===== src/verilog/cip_pkg.sv =====
// constants, register map and state encoding for the config init pin control block
package cip_pkg;

    // clock rate and serial clock rate
    localparam int unsigned CLK_HZ          = 10_000_000;
    localparam int unsigned SERIAL_CLK_HZ   = 1_000_000;
    localparam int unsigned SERIAL_HALF_CYC = CLK_HZ / (2 * SERIAL_CLK_HZ);

    // register byte offsets
    localparam logic [3:0] CTRL_OFFSET   = 4'h0;
    localparam logic [3:0] STATUS_OFFSET = 4'h4;

    // control register field positions
    localparam int unsigned CTRL_INIT_DONE_EN = 0;
    localparam int unsigned CTRL_CAL_GATE_EN  = 1;
    localparam int unsigned CTRL_STARTUP_EN   = 2;
    localparam int unsigned CTRL_SERIAL_SRC   = 3;
    localparam int unsigned CTRL_GOE_EN       = 4;
    localparam int unsigned CTRL_GCLR_EN      = 5;
    localparam int unsigned CTRL_AS_SCHEME    = 6;
    localparam int unsigned CTRL_WIDTH        = 7;
    localparam logic [CTRL_WIDTH-1:0] CTRL_RESET = 7'h00;

    // status register field positions
    localparam int unsigned STAT_STATE_LSB  = 0;
    localparam int unsigned STAT_CAL_DONE   = 3;
    localparam int unsigned STAT_RESTART_N  = 4;
    localparam int unsigned STAT_GOE_PIN    = 5;
    localparam int unsigned STAT_GCLR_N_PIN = 6;
    localparam int unsigned STAT_DRIVE_LOW  = 7;
    localparam int unsigned STAT_USER_MODE  = 8;

    // synchronised pin indices
    localparam int unsigned PIN_STARTUP  = 0;
    localparam int unsigned PIN_RESTART  = 1;
    localparam int unsigned PIN_GOE      = 2;
    localparam int unsigned PIN_GCLR     = 3;
    localparam int unsigned PIN_INIT_IN  = 4;
    localparam int unsigned PIN_COUNT    = 5;

    // optional pin indices in the dedicated mask and user input vector
    localparam int unsigned OPT_STARTUP = 0;
    localparam int unsigned OPT_INIT    = 1;
    localparam int unsigned OPT_GOE     = 2;
    localparam int unsigned OPT_GCLR    = 3;
    localparam int unsigned OPT_COUNT   = 4;

    // startup sequence states
    typedef enum logic [2:0] {
        CIP_RESTART,
        CIP_LOAD,
        CIP_INIT,
        CIP_CAL,
        CIP_SYNC,
        CIP_USER
    } cip_state_type;

    // exact match of a byte address against a register offset
    function automatic logic cip_hit(input logic [3:0] addr, input logic [3:0] offset);
        cip_hit = (addr == offset);
    endfunction

endpackage


===== src/verilog/cip_sync_if.sv =====
// carrier between the pin synchroniser and the control logic
`timescale 1ns/1ps
`default_nettype none
interface cip_sync_if #(
    parameter int unsigned WIDTH = 5
);
    logic [WIDTH-1:0] raw;
    logic [WIDTH-1:0] synced;

    // synchroniser side
    modport sync (input raw, output synced);
    // control side
    modport user (output raw, input synced);
endinterface
`default_nettype wire


===== src/verilog/cip_config_init.sv =====
// startup sequencing, open-drain init done pin and device-wide pin overrides
//
// The register offsets and register access over Avalon-MM were left to the implementer.
`timescale 1ns/1ps
`default_nettype none
// How it works
// - restart pin low leaves init done pin undriven, pull-up holds it high.
// - once the enable option frame arrives, init done is pulled low.
// - initialization finished releases init done and enters user mode.
// - with calibration gating on, release waits for termination calibration complete.
// - global output enable low forces all pins tri-state when enabled.
// - global clear low clears all device registers when enabled.
// - startup clock option synchronises the user mode entry to that clock.
// - active serial scheme may take the serial clock from the startup clock.
// - each optional pin is plain user I/O unless its option is on.
module cip_config_init #(
    parameter int unsigned SERIAL_HALF = cip_pkg::SERIAL_HALF_CYC
) (
    input  wire logic                         clk,
    input  wire logic                         reset_n,
    input  wire logic [3:0]                   avs_address,
    input  wire logic                         avs_read,
    input  wire logic                         avs_write,
    input  wire logic [31:0]                  avs_writedata,
    input  wire logic [3:0]                   avs_byteenable,
    output logic [31:0]                       avs_readdata,
    output logic                              avs_waitrequest,
    input  wire logic                         user_startup_clock,
    input  wire logic                         config_restart_n,
    input  wire logic                         global_output_enable,
    input  wire logic                         global_clear_n,
    input  wire logic                         init_done_in,
    output logic                              init_done_out,
    output logic                              init_done_oe,
    input  wire logic                         option_frame_pulse,
    input  wire logic                         init_complete_pulse,
    input  wire logic                         termination_cal_complete,
    input  wire logic                         user_init_done_out,
    input  wire logic                         user_init_done_oe,
    output logic [cip_pkg::OPT_COUNT-1:0]     user_pin_in,
    output logic [cip_pkg::OPT_COUNT-1:0]     dedicated_mask,
    output logic                              io_tristate_all,
    output logic                              register_clear,
    output logic                              config_serial_clock,
    output logic                              user_mode
);
    import cip_pkg::*;

    localparam int unsigned CW = (SERIAL_HALF < 2) ? 1 : $clog2(SERIAL_HALF);

    typedef struct packed {
        logic [CTRL_WIDTH-1:0] ctrl;
        cip_state_type         fsm;
        logic                  waitreq;
        logic [31:0]           rdata;
        logic                  usr_prev;
        logic                  sclk;
        logic [CW-1:0]         sclk_cnt;
        logic                  od_out;
        logic                  od_oe;
        logic                  tristate;
        logic                  clear;
        logic [OPT_COUNT-1:0]  user_in;
        logic [OPT_COUNT-1:0]  mask;
        logic                  in_user;
    } cip_top_state_type;

    cip_top_state_type state;
    cip_top_state_type next_state;

    // refuse a divider that the counter cannot serve;
    // a half period of one toggles the clock on every edge
    if (SERIAL_HALF < 1) begin : g_bad_half
        $error("serial clock half period must be at least one cycle");
    end

    // asynchronous pins pass two flops before any logic here
    cip_sync_if #(.WIDTH(PIN_COUNT)) pin_bus ();
    assign pin_bus.raw = {init_done_in, global_clear_n, global_output_enable,
                          config_restart_n, user_startup_clock};

    cip_pin_sync #(.WIDTH(PIN_COUNT)) u_sync (
        .clk     (clk),
        .reset_n (reset_n),
        .pins    (pin_bus)
    );

    logic usr_s;
    logic restart_s;
    logic goe_s;
    logic gclr_s;
    logic init_in_s;
    assign usr_s     = pin_bus.synced[PIN_STARTUP];
    assign restart_s = pin_bus.synced[PIN_RESTART];
    assign goe_s     = pin_bus.synced[PIN_GOE];
    assign gclr_s    = pin_bus.synced[PIN_GCLR];
    assign init_in_s = pin_bus.synced[PIN_INIT_IN];

    logic init_en;
    logic cal_gate;
    logic startup_en;
    logic serial_src;
    logic goe_en;
    logic gclr_en;
    logic as_scheme;
    logic usr_rise;
    assign init_en    = state.ctrl[CTRL_INIT_DONE_EN];
    assign cal_gate   = state.ctrl[CTRL_CAL_GATE_EN];
    assign startup_en = state.ctrl[CTRL_STARTUP_EN];
    assign serial_src = state.ctrl[CTRL_SERIAL_SRC];
    assign goe_en     = state.ctrl[CTRL_GOE_EN];
    assign gclr_en    = state.ctrl[CTRL_GCLR_EN];
    assign as_scheme  = state.ctrl[CTRL_AS_SCHEME];
    assign usr_rise   = usr_s && !state.usr_prev;

    always_comb begin
        logic [31:0] status;
        logic        released;
        status     = '0;
        released   = 1'b0;
        next_state = state;

        // bus slave: answer one cycle after the request, then rearm
        next_state.waitreq = 1'b1;
        if ((avs_read || avs_write) && state.waitreq) begin
            next_state.waitreq = 1'b0;
        end
        status[STAT_STATE_LSB +: 3] = state.fsm;
        status[STAT_CAL_DONE]       = termination_cal_complete;
        status[STAT_RESTART_N]      = restart_s;
        status[STAT_GOE_PIN]        = goe_s;
        status[STAT_GCLR_N_PIN]     = gclr_s;
        status[STAT_DRIVE_LOW]      = state.od_oe && !state.od_out;
        status[STAT_USER_MODE]      = state.in_user;
        if (avs_read && state.waitreq) begin
            next_state.rdata = '0;  // unmapped reads return zero
            if (cip_hit(avs_address, CTRL_OFFSET)) begin
                next_state.rdata[CTRL_WIDTH-1:0] = state.ctrl;
            end else if (cip_hit(avs_address, STATUS_OFFSET)) begin
                next_state.rdata = status;
            end
        end
        // a write lands at the edge where waitrequest is seen low
        if (avs_write && !state.waitreq && avs_byteenable[0]
                && cip_hit(avs_address, CTRL_OFFSET)) begin
            next_state.ctrl = avs_writedata[CTRL_WIDTH-1:0];
        end

        // startup sequence
        next_state.usr_prev = usr_s;
        case (state.fsm)
            CIP_RESTART: begin
                next_state.fsm = CIP_LOAD;
            end
            CIP_LOAD: begin
                if (option_frame_pulse) begin
                    next_state.fsm = CIP_INIT;
                end
            end
            CIP_INIT: begin
                if (init_complete_pulse) begin
                    next_state.fsm = cal_gate ? CIP_CAL : CIP_SYNC;
                end
            end
            CIP_CAL: begin
                if (termination_cal_complete) begin
                    next_state.fsm = CIP_SYNC;
                end
            end
            CIP_SYNC: begin
                // several devices sharing one startup clock enter user mode together
                if (!startup_en || usr_rise) begin
                    next_state.fsm = CIP_USER;
                end
            end
            CIP_USER: begin
                next_state.fsm = CIP_USER;
            end
            default: begin
                next_state.fsm = CIP_RESTART;
            end
        endcase
        // sync bypass: INIT goes straight to USER in one step when gating and the startup clock option are both off
        if (state.fsm == CIP_INIT && init_complete_pulse && !cal_gate
                && !startup_en) begin
            next_state.fsm = CIP_USER;
        end
        if (!restart_s) begin
            next_state.fsm = CIP_RESTART;
        end
        next_state.in_user = (next_state.fsm == CIP_USER);

        // open-drain pin with its option on: low drive only in INIT, CAL and SYNC, released otherwise; option off passes the user drive
        released = (next_state.fsm == CIP_RESTART) || (next_state.fsm == CIP_LOAD)
                   || (next_state.fsm == CIP_USER);
        if (init_en) begin
            next_state.od_out = 1'b0;
            next_state.od_oe  = !released;
        end else begin
            next_state.od_out = user_init_done_out;
            next_state.od_oe  = user_init_done_oe;
        end

        // device-wide overrides only when their option is on
        next_state.tristate = goe_en && !goe_s;
        next_state.clear    = gclr_en && !gclr_s;

        // optional pins read as user inputs when their option is off
        next_state.mask[OPT_STARTUP]    = startup_en;
        next_state.mask[OPT_INIT]       = init_en;
        next_state.mask[OPT_GOE]        = goe_en;
        next_state.mask[OPT_GCLR]       = gclr_en;
        next_state.user_in[OPT_STARTUP] = !startup_en && usr_s;
        next_state.user_in[OPT_INIT]    = !init_en && init_in_s;
        next_state.user_in[OPT_GOE]     = !goe_en && goe_s;
        next_state.user_in[OPT_GCLR]    = !gclr_en && gclr_s;

        // serial clock: internal divider or the startup clock pin
        if (as_scheme && serial_src && startup_en) begin
            next_state.sclk     = usr_s;
            next_state.sclk_cnt = '0;
        end else if (state.sclk_cnt == CW'(SERIAL_HALF - 1)) begin
            next_state.sclk     = !state.sclk;
            next_state.sclk_cnt = '0;
        end else begin
            next_state.sclk_cnt = state.sclk_cnt + CW'(1);
        end
    end

    always_ff @(posedge clk or negedge reset_n) begin
        if (!reset_n) begin
            state          <= '0;
            state.ctrl     <= CTRL_RESET;
            state.fsm      <= CIP_RESTART;
            state.waitreq  <= 1'b1;
        end else begin
            state <= next_state;
        end
    end

    // every output comes straight from the state flops
    assign avs_readdata        = state.rdata;
    assign avs_waitrequest     = state.waitreq;
    assign init_done_out       = state.od_out;
    assign init_done_oe        = state.od_oe;
    assign user_pin_in         = state.user_in;
    assign dedicated_mask      = state.mask;
    assign io_tristate_all     = state.tristate;
    assign register_clear      = state.clear;
    assign config_serial_clock = state.sclk;
    assign user_mode           = state.in_user;
endmodule
`default_nettype wire


===== src/verilog/cip_pin_sync.sv =====
// two-flop synchroniser for the asynchronous configuration pins
`timescale 1ns/1ps
`default_nettype none
module cip_pin_sync #(
    parameter int unsigned WIDTH = 5
) (
    input  wire logic  clk,
    input  wire logic  reset_n,
    cip_sync_if.sync   pins
);
    typedef struct packed {
        logic [WIDTH-1:0] first;
        logic [WIDTH-1:0] second;
    } cip_sync_state_type;

    cip_sync_state_type state;
    cip_sync_state_type next_state;

    // refuse an empty pin vector at elaboration
    if (WIDTH < 1) begin : g_bad_width
        $error("cip_pin_sync needs at least one pin");
    end

    // first stage only feeds the second
    always_comb begin
        next_state        = state;
        next_state.first  = pins.raw;
        next_state.second = state.first;
    end

    always_ff @(posedge clk or negedge reset_n) begin
        if (!reset_n) begin
            state <= '0;
        end else begin
            state <= next_state;
        end
    end

    assign pins.synced = state.second;
endmodule
`default_nettype wire


===== config.mk =====
export PLATFORM = sky130hd
export DESIGN_NAME = cip_config_init
export DESIGN_NICKNAME = d
export VERILOG_FILES = /design/src/verilog/cip_pkg.sv /design/src/verilog/cip_sync_if.sv /design/src/verilog/cip_config_init.sv /design/src/verilog/cip_pin_sync.sv
export SDC_FILE = /design/constraint.sdc
export NUM_CORES = 1
export LEC_CHECK = 0
export CAP_MARGIN = 20
export CELL_PAD_IN_SITES_DETAIL_PLACEMENT = 1
export CELL_PAD_IN_SITES_GLOBAL_PLACEMENT = 1
export CORE_MARGIN = 5
export CORE_UTILIZATION = 30
export CTS_BUF_LIST = sky130_fd_sc_hd__clkbuf_16
export CTS_CLUSTER_DIAMETER = 40
export DETAILED_ROUTE_END_ITERATION = 16
export DONT_BUFFER_PORTS = 1
export HOLD_SLACK_MARGIN = 0.15
export PLACE_DENSITY_LB_ADDON = 0.1
export SETUP_SLACK_MARGIN = 0.05
export SLEW_MARGIN = 20
export SYNTH_ARGS = -nofsm -noshare
export SYNTH_HDL_FRONTEND = slang
export SYNTH_HIERARCHICAL = 1
export SYNTH_SLANG_ARGS = --single-unit

===== constraint.sdc =====
create_clock -name clk -period 1.34 [get_ports clk]
set_input_delay 0.134 -clock clk [delete_from_list [all_inputs] [get_ports clk]]
set_output_delay 0.134 -clock clk [all_outputs]
set_load 0.05 [all_outputs]

==> results of run 1 <==
[layout make-up]
type	count	area [um^2]	area share
clock buffers	5	125	0.0495
clock inverters	3	37.5	0.0149
inverters	5	18.8	0.00743
multi-input cells	104	666	0.263
flip-flops and latches	48	1200	0.477
well taps	96	120	0.0475
repair buffers	39	355	0.141
[stage by stage]
stage | cells | cell area (um^2) | total power [uW]
3_5_place_dp | 273 | 2150 | 2830
6_report | 300 | 2530 | 4240
2_1_floorplan | 201 | 2210 | 2740
4_1_cts | 298 | 2490 | 4290
3_3_place_gp | 273 | 2150 | 2790
5_1_grt | 300 | 2530 | 4460
[metal layers]
layer  up-vias  wire length, um  GRT usage  part of all wire
met5         -                0          0                 0
met4         0               53     0.0373             0.012
met3         5              326     0.0353             0.075
met2        46             2190      0.173              0.50
met1       622             1780      0.127              0.41
li1        584                -          -                 -
[registers in the layout (all words and copies together), names as in the netlist]
name and flops:
goe_en 1, u_sync/next_state 5, user_pin_in 4, init_done_out 1, config_serial_clock 1, user_mode 1, avs_readdata 9, gclr_en 1
serial_src 1, avs_waitrequest 1, init_en 1, init_done_oe 1, state 7, dedicated_mask 4, io_tristate_all 1, as_scheme 1
next_state 1, u_sync/pins.synced 5, cal_gate 1, register_clear 1
[worst max-delay path by stage]
stage / end / slack [ns] / from / cells after the start
finish: user_mode / 0.07 / state[51] / 5
global route: user_mode / -0.03 / state[51] / 5
CTS: init_done_oe / 0.06 / state[53] / 4
detailed placement: gclr_en / -0.04 / avs_address[3] / 3
global placement: next_state[1] / -0.02 / avs_address[3] / 3
floorplan: as_scheme / -0.08 / avs_waitrequest / 3
[power by group]
group | internal, uW | total, uW | switching, uW
Sequential | 1650 | 1920 | 266
Combinational | 342 | 937 | 595
Clock | 868 | 1380 | 517
Total | 2860 | 4240 | 1380
[cells by family (layout without fill, tap and decap cells)]
group,count (synthesis),count (layout),share of synthesized area
buffers and inverters,49,52,0.163
flip-flops,48,48,0.571
AND/OR/NAND/NOR,45,45,0.132
AO/OA/AOI/OAI,25,25,0.0748
multiplexers,7,7,0.0374
adder cells (fa/ha/maj),2,2,0.0119
XOR/XNOR,2,2,0.00832
other,1,23,0.00178
[synthesized netlist by cell type (all sizes together) (2+ instances only)]
| cell | count |
|---|---|
| a21oi | 9 |
| a22oi | 7 |
| and2 | 3 |
| and3 | 3 |
| buf | 42 |
| clkbuf | 2 |
| dfrtp | 47 |
| ha | 2 |
| inv | 5 |
| mux2 | 7 |
| nand2 | 3 |
| nand2b | 2 |
| nand3 | 3 |
| nand4 | 2 |
| nor2 | 11 |
| nor2b | 11 |
| nor3b | 2 |
| o21ai | 4 |
| xor2 | 2 |
[what timing repair did]
| item | in CTS | in global routing |
|---|---|---|
| hold endpoints to repair | 64 | 48 |
| endpoints found under the setup margin | 17 | 9 |
| pin swaps | 0 | 5 |
| setup buffers | 0 | 2 |
| gates resized for setup | 5 | 7 |
[worst register-to-register path: cells and delay by family (launching register included)]
family          cells  cell delay, ns
compound gates      1            0.17
flops               1            0.41
buf+inv             1            0.16
simple gates        3            0.42
==> results.yml, run 1 <==
synthesis:
  portion_of_the_post_synthesis_area_used_by_sequential_elements: 0.571
  synth_seq_cells: 48
  synth.lib_cells_used.distinct: 34
  synth_top_area_frac: 0.558
  post_synth_inst_count: 179
  avgSynthCellArea_um2: 11.8
  synth_ff_type: "dfrtp_1"
  syn_area_um2: 2110
  yosys.area.top_type: "dfrtp_1"
  synth.top_cells.by_area: "dfrtp_1 56%, buf_4 14%, mux2_2 3.7%"
  yosysWarnings: 6
  synth_enable_flop_cells: 0
  synthArstFlopShare: 1.00
pwr:
  static-leakage-power_uw: 0.00116
  peakVddDrop_mv: 0.767
  cellPowerDensity_nw_per_um2: 1680
hold_path:
  type_of_the_most_critical_hold_path: "primary input to async pin"
cts:
  clock_tree.htree_level_count: 2
  clock_sinks: 48
  cts.reportedPaths.clkPinSlew_ns: 0.07
  numCtsBuffers: 5
  clock_path_buffers: 2
  ctsRootBufferMaster: "clkbuf_16"
  cts_tree: "done"
  cts.hold.buffers_added: 17
  clk-insertion-delay-late_ns: 0.29
worst_setup_path:
  critical_path.reg2reg.endpoint: "user_mode"
  crit_path_top_delay_cell: "dfrtp_1"
  reg2reg_from: "state[51]"
  crit_family: "simple AND/OR/NAND/NOR gates"
  r2r_slack_ns: 0.07
  critical_path_peak_fanout: 5
  critical_path_arrival_ns: 1.44
  worst_r2r_path_depth: 5
  critPathLaunchType: "flip-flop"
  critical_path.cell_chain: "buf_4, nor4bb_1, a21oi_1, nand3_1, and3_1"
  timing.setup.critical_path_class: "flip-flop to flip-flop"
  path_buf_inv: 1
  critical_path_required_ns: 1.51
  critical-path-max-stage-delay_ns: 0.41
  end_kind: "flip-flop"
timing:
  layout_min_cycle_time_ns: 1.27
  fmax_mhz: 785
  hold-worst-slack_ns: -0.462
  clock_skew_ns: 0.00694
  unrepaired_setup_endpoints_after_global_routing: "yes"
  final-setup-viol-count: 0
  final-max-slew-violation-count: 0
  layout_setup_ws_ns: 0.0658
  total_count_of_hold_check_failures_in_the_final_report: 48
  final.setup.tns_ns: 0
  fin_crit_sh: 0.951
cells_and_area:
  post_route_cells_drive_above_1_share: 0.225
  final_net_count: 259
  layout_common_cells: "45 x dfrtp_1, 23 x conb_1, 20 x buf_4, 17 x dlygate4sd3_1"
  n_antenna_cell: 0
  most_frequent_standard_cell_in_the_layout_excluding_fill_and_tap_cells: "dfrtp_1"
  final_util: 0.370
  syn2layout_area_growth_pct: 20.0
  fillers: 743
global_route:
  first_pass_grt_wire_length_um: 7030
  antenna_violations_before_repair: 0
  leftover_overflow_at_the_end_of_global_routing: 0
  grt_max_degree: 49
  grt.total_usage: 0.105
  via_count_of_the_first_global_routing_pass: 1332
routing:
  routed_via_density: 4.19
  dr_total_vias: 1257
  remaining_drc_errors: 0
  drtAntennaViolNets: 0
  totalWireLength_um: 4350
  routed_wire_length_per_instance_um: 14.5
  drtPass1Iterations: 4
  dr.first_iter.drc_count: 36
run_status:
  failed_checks: "hold timing"
  outcome: "finished, violations left"
floorplanning:
  core_um2: 6830
  die_x_um: 93.8
  initial_utilization: 0.308
  die_height_um: 93.8
  floorplan.io_pins: 101
  placement_rows: 30
  die_area_um2: 8800
placement:
  hpwl_dp_um: 3220
  pre_cts_slack_ns: -0.0432
  port_buffers: 0
  globalplace.congestion: 0.687
job:
  maxcap_viol_count: 0
No activity file was read; power rests on OpenSTA's default activity.
==> run 2: changes to the inputs <==
--- a/config.mk
+++ b/config.mk
@@ -11,5 +11,4 @@
 export CORE_MARGIN = 5
 export CORE_UTILIZATION = 30
-export CTS_BUF_LIST = sky130_fd_sc_hd__clkbuf_16
 export CTS_CLUSTER_DIAMETER = 40
 export DETAILED_ROUTE_END_ITERATION = 16
==> constraint.sdc (replaced) <==
create_clock -name clk -period 1.34 [get_ports clk]
set_input_delay 0 -clock clk [delete_from_list [all_inputs] [get_ports clk]]
set_output_delay 0 -clock clk [all_outputs]
set_load 0.05 [all_outputs]
==> run 2 against run 1 <==
Effect of this change: worst hold slack better by 0.59 ns; register-to-register slack worse by 0.04 ns; clock skew down 0.0030 ns; power down 7.0%; the flow now finishes without violations; critical endpoint is now as_scheme; critical path type unchanged.
==> results.yml, run 2 (synthesis gave the netlist of run 1 again) <==
cts:
  cts_tree: "done"
  clock_path_buffers: 2
  cts.reportedPaths.clkPinSlew_ns: 0.09
  numCtsBuffers: 5
  clk-insertion-delay-late_ns: 0.29
  ctsRootBufferMaster: "clkbuf_8"
  clock_sinks: 48
  clock_tree.htree_level_count: 2
routing:
  drtPass1Iterations: 4
  dr_total_vias: 1285
  routed_via_density: 4.17
  totalWireLength_um: 4610
  drtAntennaViolNets: 0
  routed_wire_length_per_instance_um: 15.0
  dr.first_iter.drc_count: 53
  remaining_drc_errors: 0
worst_setup_path:
  critical_path.cell_chain: "and4b_1, buf_12, mux2_2"
  crit_path_top_delay_cell: "dfstp_2"
  timing.setup.critical_path_class: "flip-flop to flip-flop"
  end_kind: "flip-flop"
  critical_path_arrival_ns: 1.49
  critical_path_peak_fanout: 7
  critical-path-max-stage-delay_ns: 0.56
  critPathLaunchType: "flip-flop"
  critical_path_required_ns: 1.52
timing:
  final.setup.tns_ns: 0
  final-setup-viol-count: 0
  fmax_mhz: 764
  total_count_of_hold_check_failures_in_the_final_report: 0
  fin_crit_sh: 0.977
  unrepaired_setup_endpoints_after_global_routing: "yes"
  hold-worst-slack_ns: 0.128
  clock_skew_ns: 0.00398
  final-max-slew-violation-count: 0
  layout_min_cycle_time_ns: 1.31
global_route:
  gr-usage-met2: 0.190
  antenna_violations_before_repair: 0
  first_pass_grt_wire_length_um: 7290
  leftover_overflow_at_the_end_of_global_routing: 0
  grt_busiest_layer: "met2"
  global_route.usage.met3: 0.0329
  via_count_of_the_first_global_routing_pass: 1395
  grt.total_usage: 0.107
  global_route.usage.met1: 0.125
  grt_max_degree: 49
floorplanning:
  core_um2: 6830
  floorplan.io_pins: 101
  placement_rows: 30
  die_height_um: 93.8
  initial_utilization: 0.308
  die_area_um2: 8800
  die_x_um: 93.8
pwr:
  static-leakage-power_uw: 0.00119
  peakVddDrop_mv: 0.718
  p_switching_uw: 1380
  share_seq_of_total_power: 0.487
  internal_power_uw: 2570
  switching_share: 0.349
  power_frac_clock: 0.261
  pwr-share-comb: 0.252
  cellPowerDensity_nw_per_um2: 1520
cells_and_area:
  syn2layout_area_growth_pct: 23.0
  post_route_cells_drive_above_1_share: 0.222
  fillers: 750
  layout_common_cells: "45 x dfrtp_1, 24 x dlygate4sd3_1, 23 x conb_1, 18 x buf_4"
  n_antenna_cell: 0
  final_util: 0.379
  largest_register_ffs: 9
  final_net_count: 267
  most_frequent_standard_cell_in_the_layout_excluding_fill_and_tap_cells: "dfrtp_1"
placement:
  hpwl_dp_um: 3190
  globalplace.congestion: 0.678
  port_buffers: 0
job:
  maxcap_viol_count: 0
hold_path:
  type_of_the_most_critical_hold_path: "primary input to flip-flop"
run_status:
  outcome: "complete, no violations"
run 2: cell types whose count changed in the layout (fill, tap and decap cells not counted), sizes merged:
cell         before  now
dlygate4sd3      17   24
buf              22   23
clkinv            2    1
clkbuf            5    6
run 2: cell type report:
cell class / count / area [um^2] / area share
Tap cell: 96 / 120 / 0.0464
Multi-Input combinational cell: 104 / 671 / 0.259
Clock buffer: 6 / 72.6 / 0.0280
Clock inverter: 2 / 35.0 / 0.0135
Sequential cell: 48 / 1200 / 0.465
Timing Repair Buffer: 47 / 469 / 0.181
Inverter: 5 / 18.8 / 0.00724
run 2: worst max-delay path, delay by kind of cell (launching register included):
kind                   cells  cell delay [ns]
DFF                        1             0.56
buffers and inverters      1             0.14
muxes                      1             0.27
and+or+nand+nor            1             0.22
run 2: through the flow:
step | setup WS [ns] | power [uW] | cell area [um^2] | std cells
floorplan | -0.0791 | 2740 | 2210 | 201
global placement | 0.0417 | 2790 | 2170 | 274
detailed placement | 0.0231 | 2830 | 2170 | 274
CTS | 0.0497 | 3990 | 2550 | 306
global route | 0.00256 | 4140 | 2590 | 308
finish | 0.0307 | 3950 | 2590 | 308
run 2: metal layers:
layer,vias to the layer above,part of all wire
li1,596,-
met3,5,0.056
met2,42,0.52
met5,-,0
met1,642,0.41
met4,0,0.010
run 2: final timing paths:
kind,slack [ns],to,startpoint,depth (start not counted)
max in group asynchronous,0.87,avs_waitrequest,reset_n,2
min,0.13,state[51],termination_cal_complete,4
min in group asynchronous,0.21,dedicated_mask[3],reset_n,2
max reg2reg,0.03,as_scheme,avs_waitrequest,3
max,0.03,as_scheme,avs_waitrequest,3
min reg2reg,0.36,u_sync/pins.synced[4],u_sync/next_state[4],0
run 2: timing repair:
| item | in CTS | in global routing |
|---|---|---|
| hold endpoints to repair | 76 | 1 |
| hold buffers | 24 | 1 |
| pin swaps | 0 | 3 |
| gates resized for setup | 4 | 7 |
| buffers inserted | 0 | 1 |
| endpoints found under the setup margin | 10 | 15 |
run 2: power by group through the flow:
stage | registers, uW | clock network (uW) | logic [uW]
5_1_grt | 1950 | 1110 | 1070
3_5_place_dp | 1950 | 0 | 877
2_1_floorplan | 1890 | 0 | 850
6_report | 1920 | 1030 | 996
4_1_cts | 1920 | 1080 | 989
3_3_place_gp | 1940 | 0 | 853
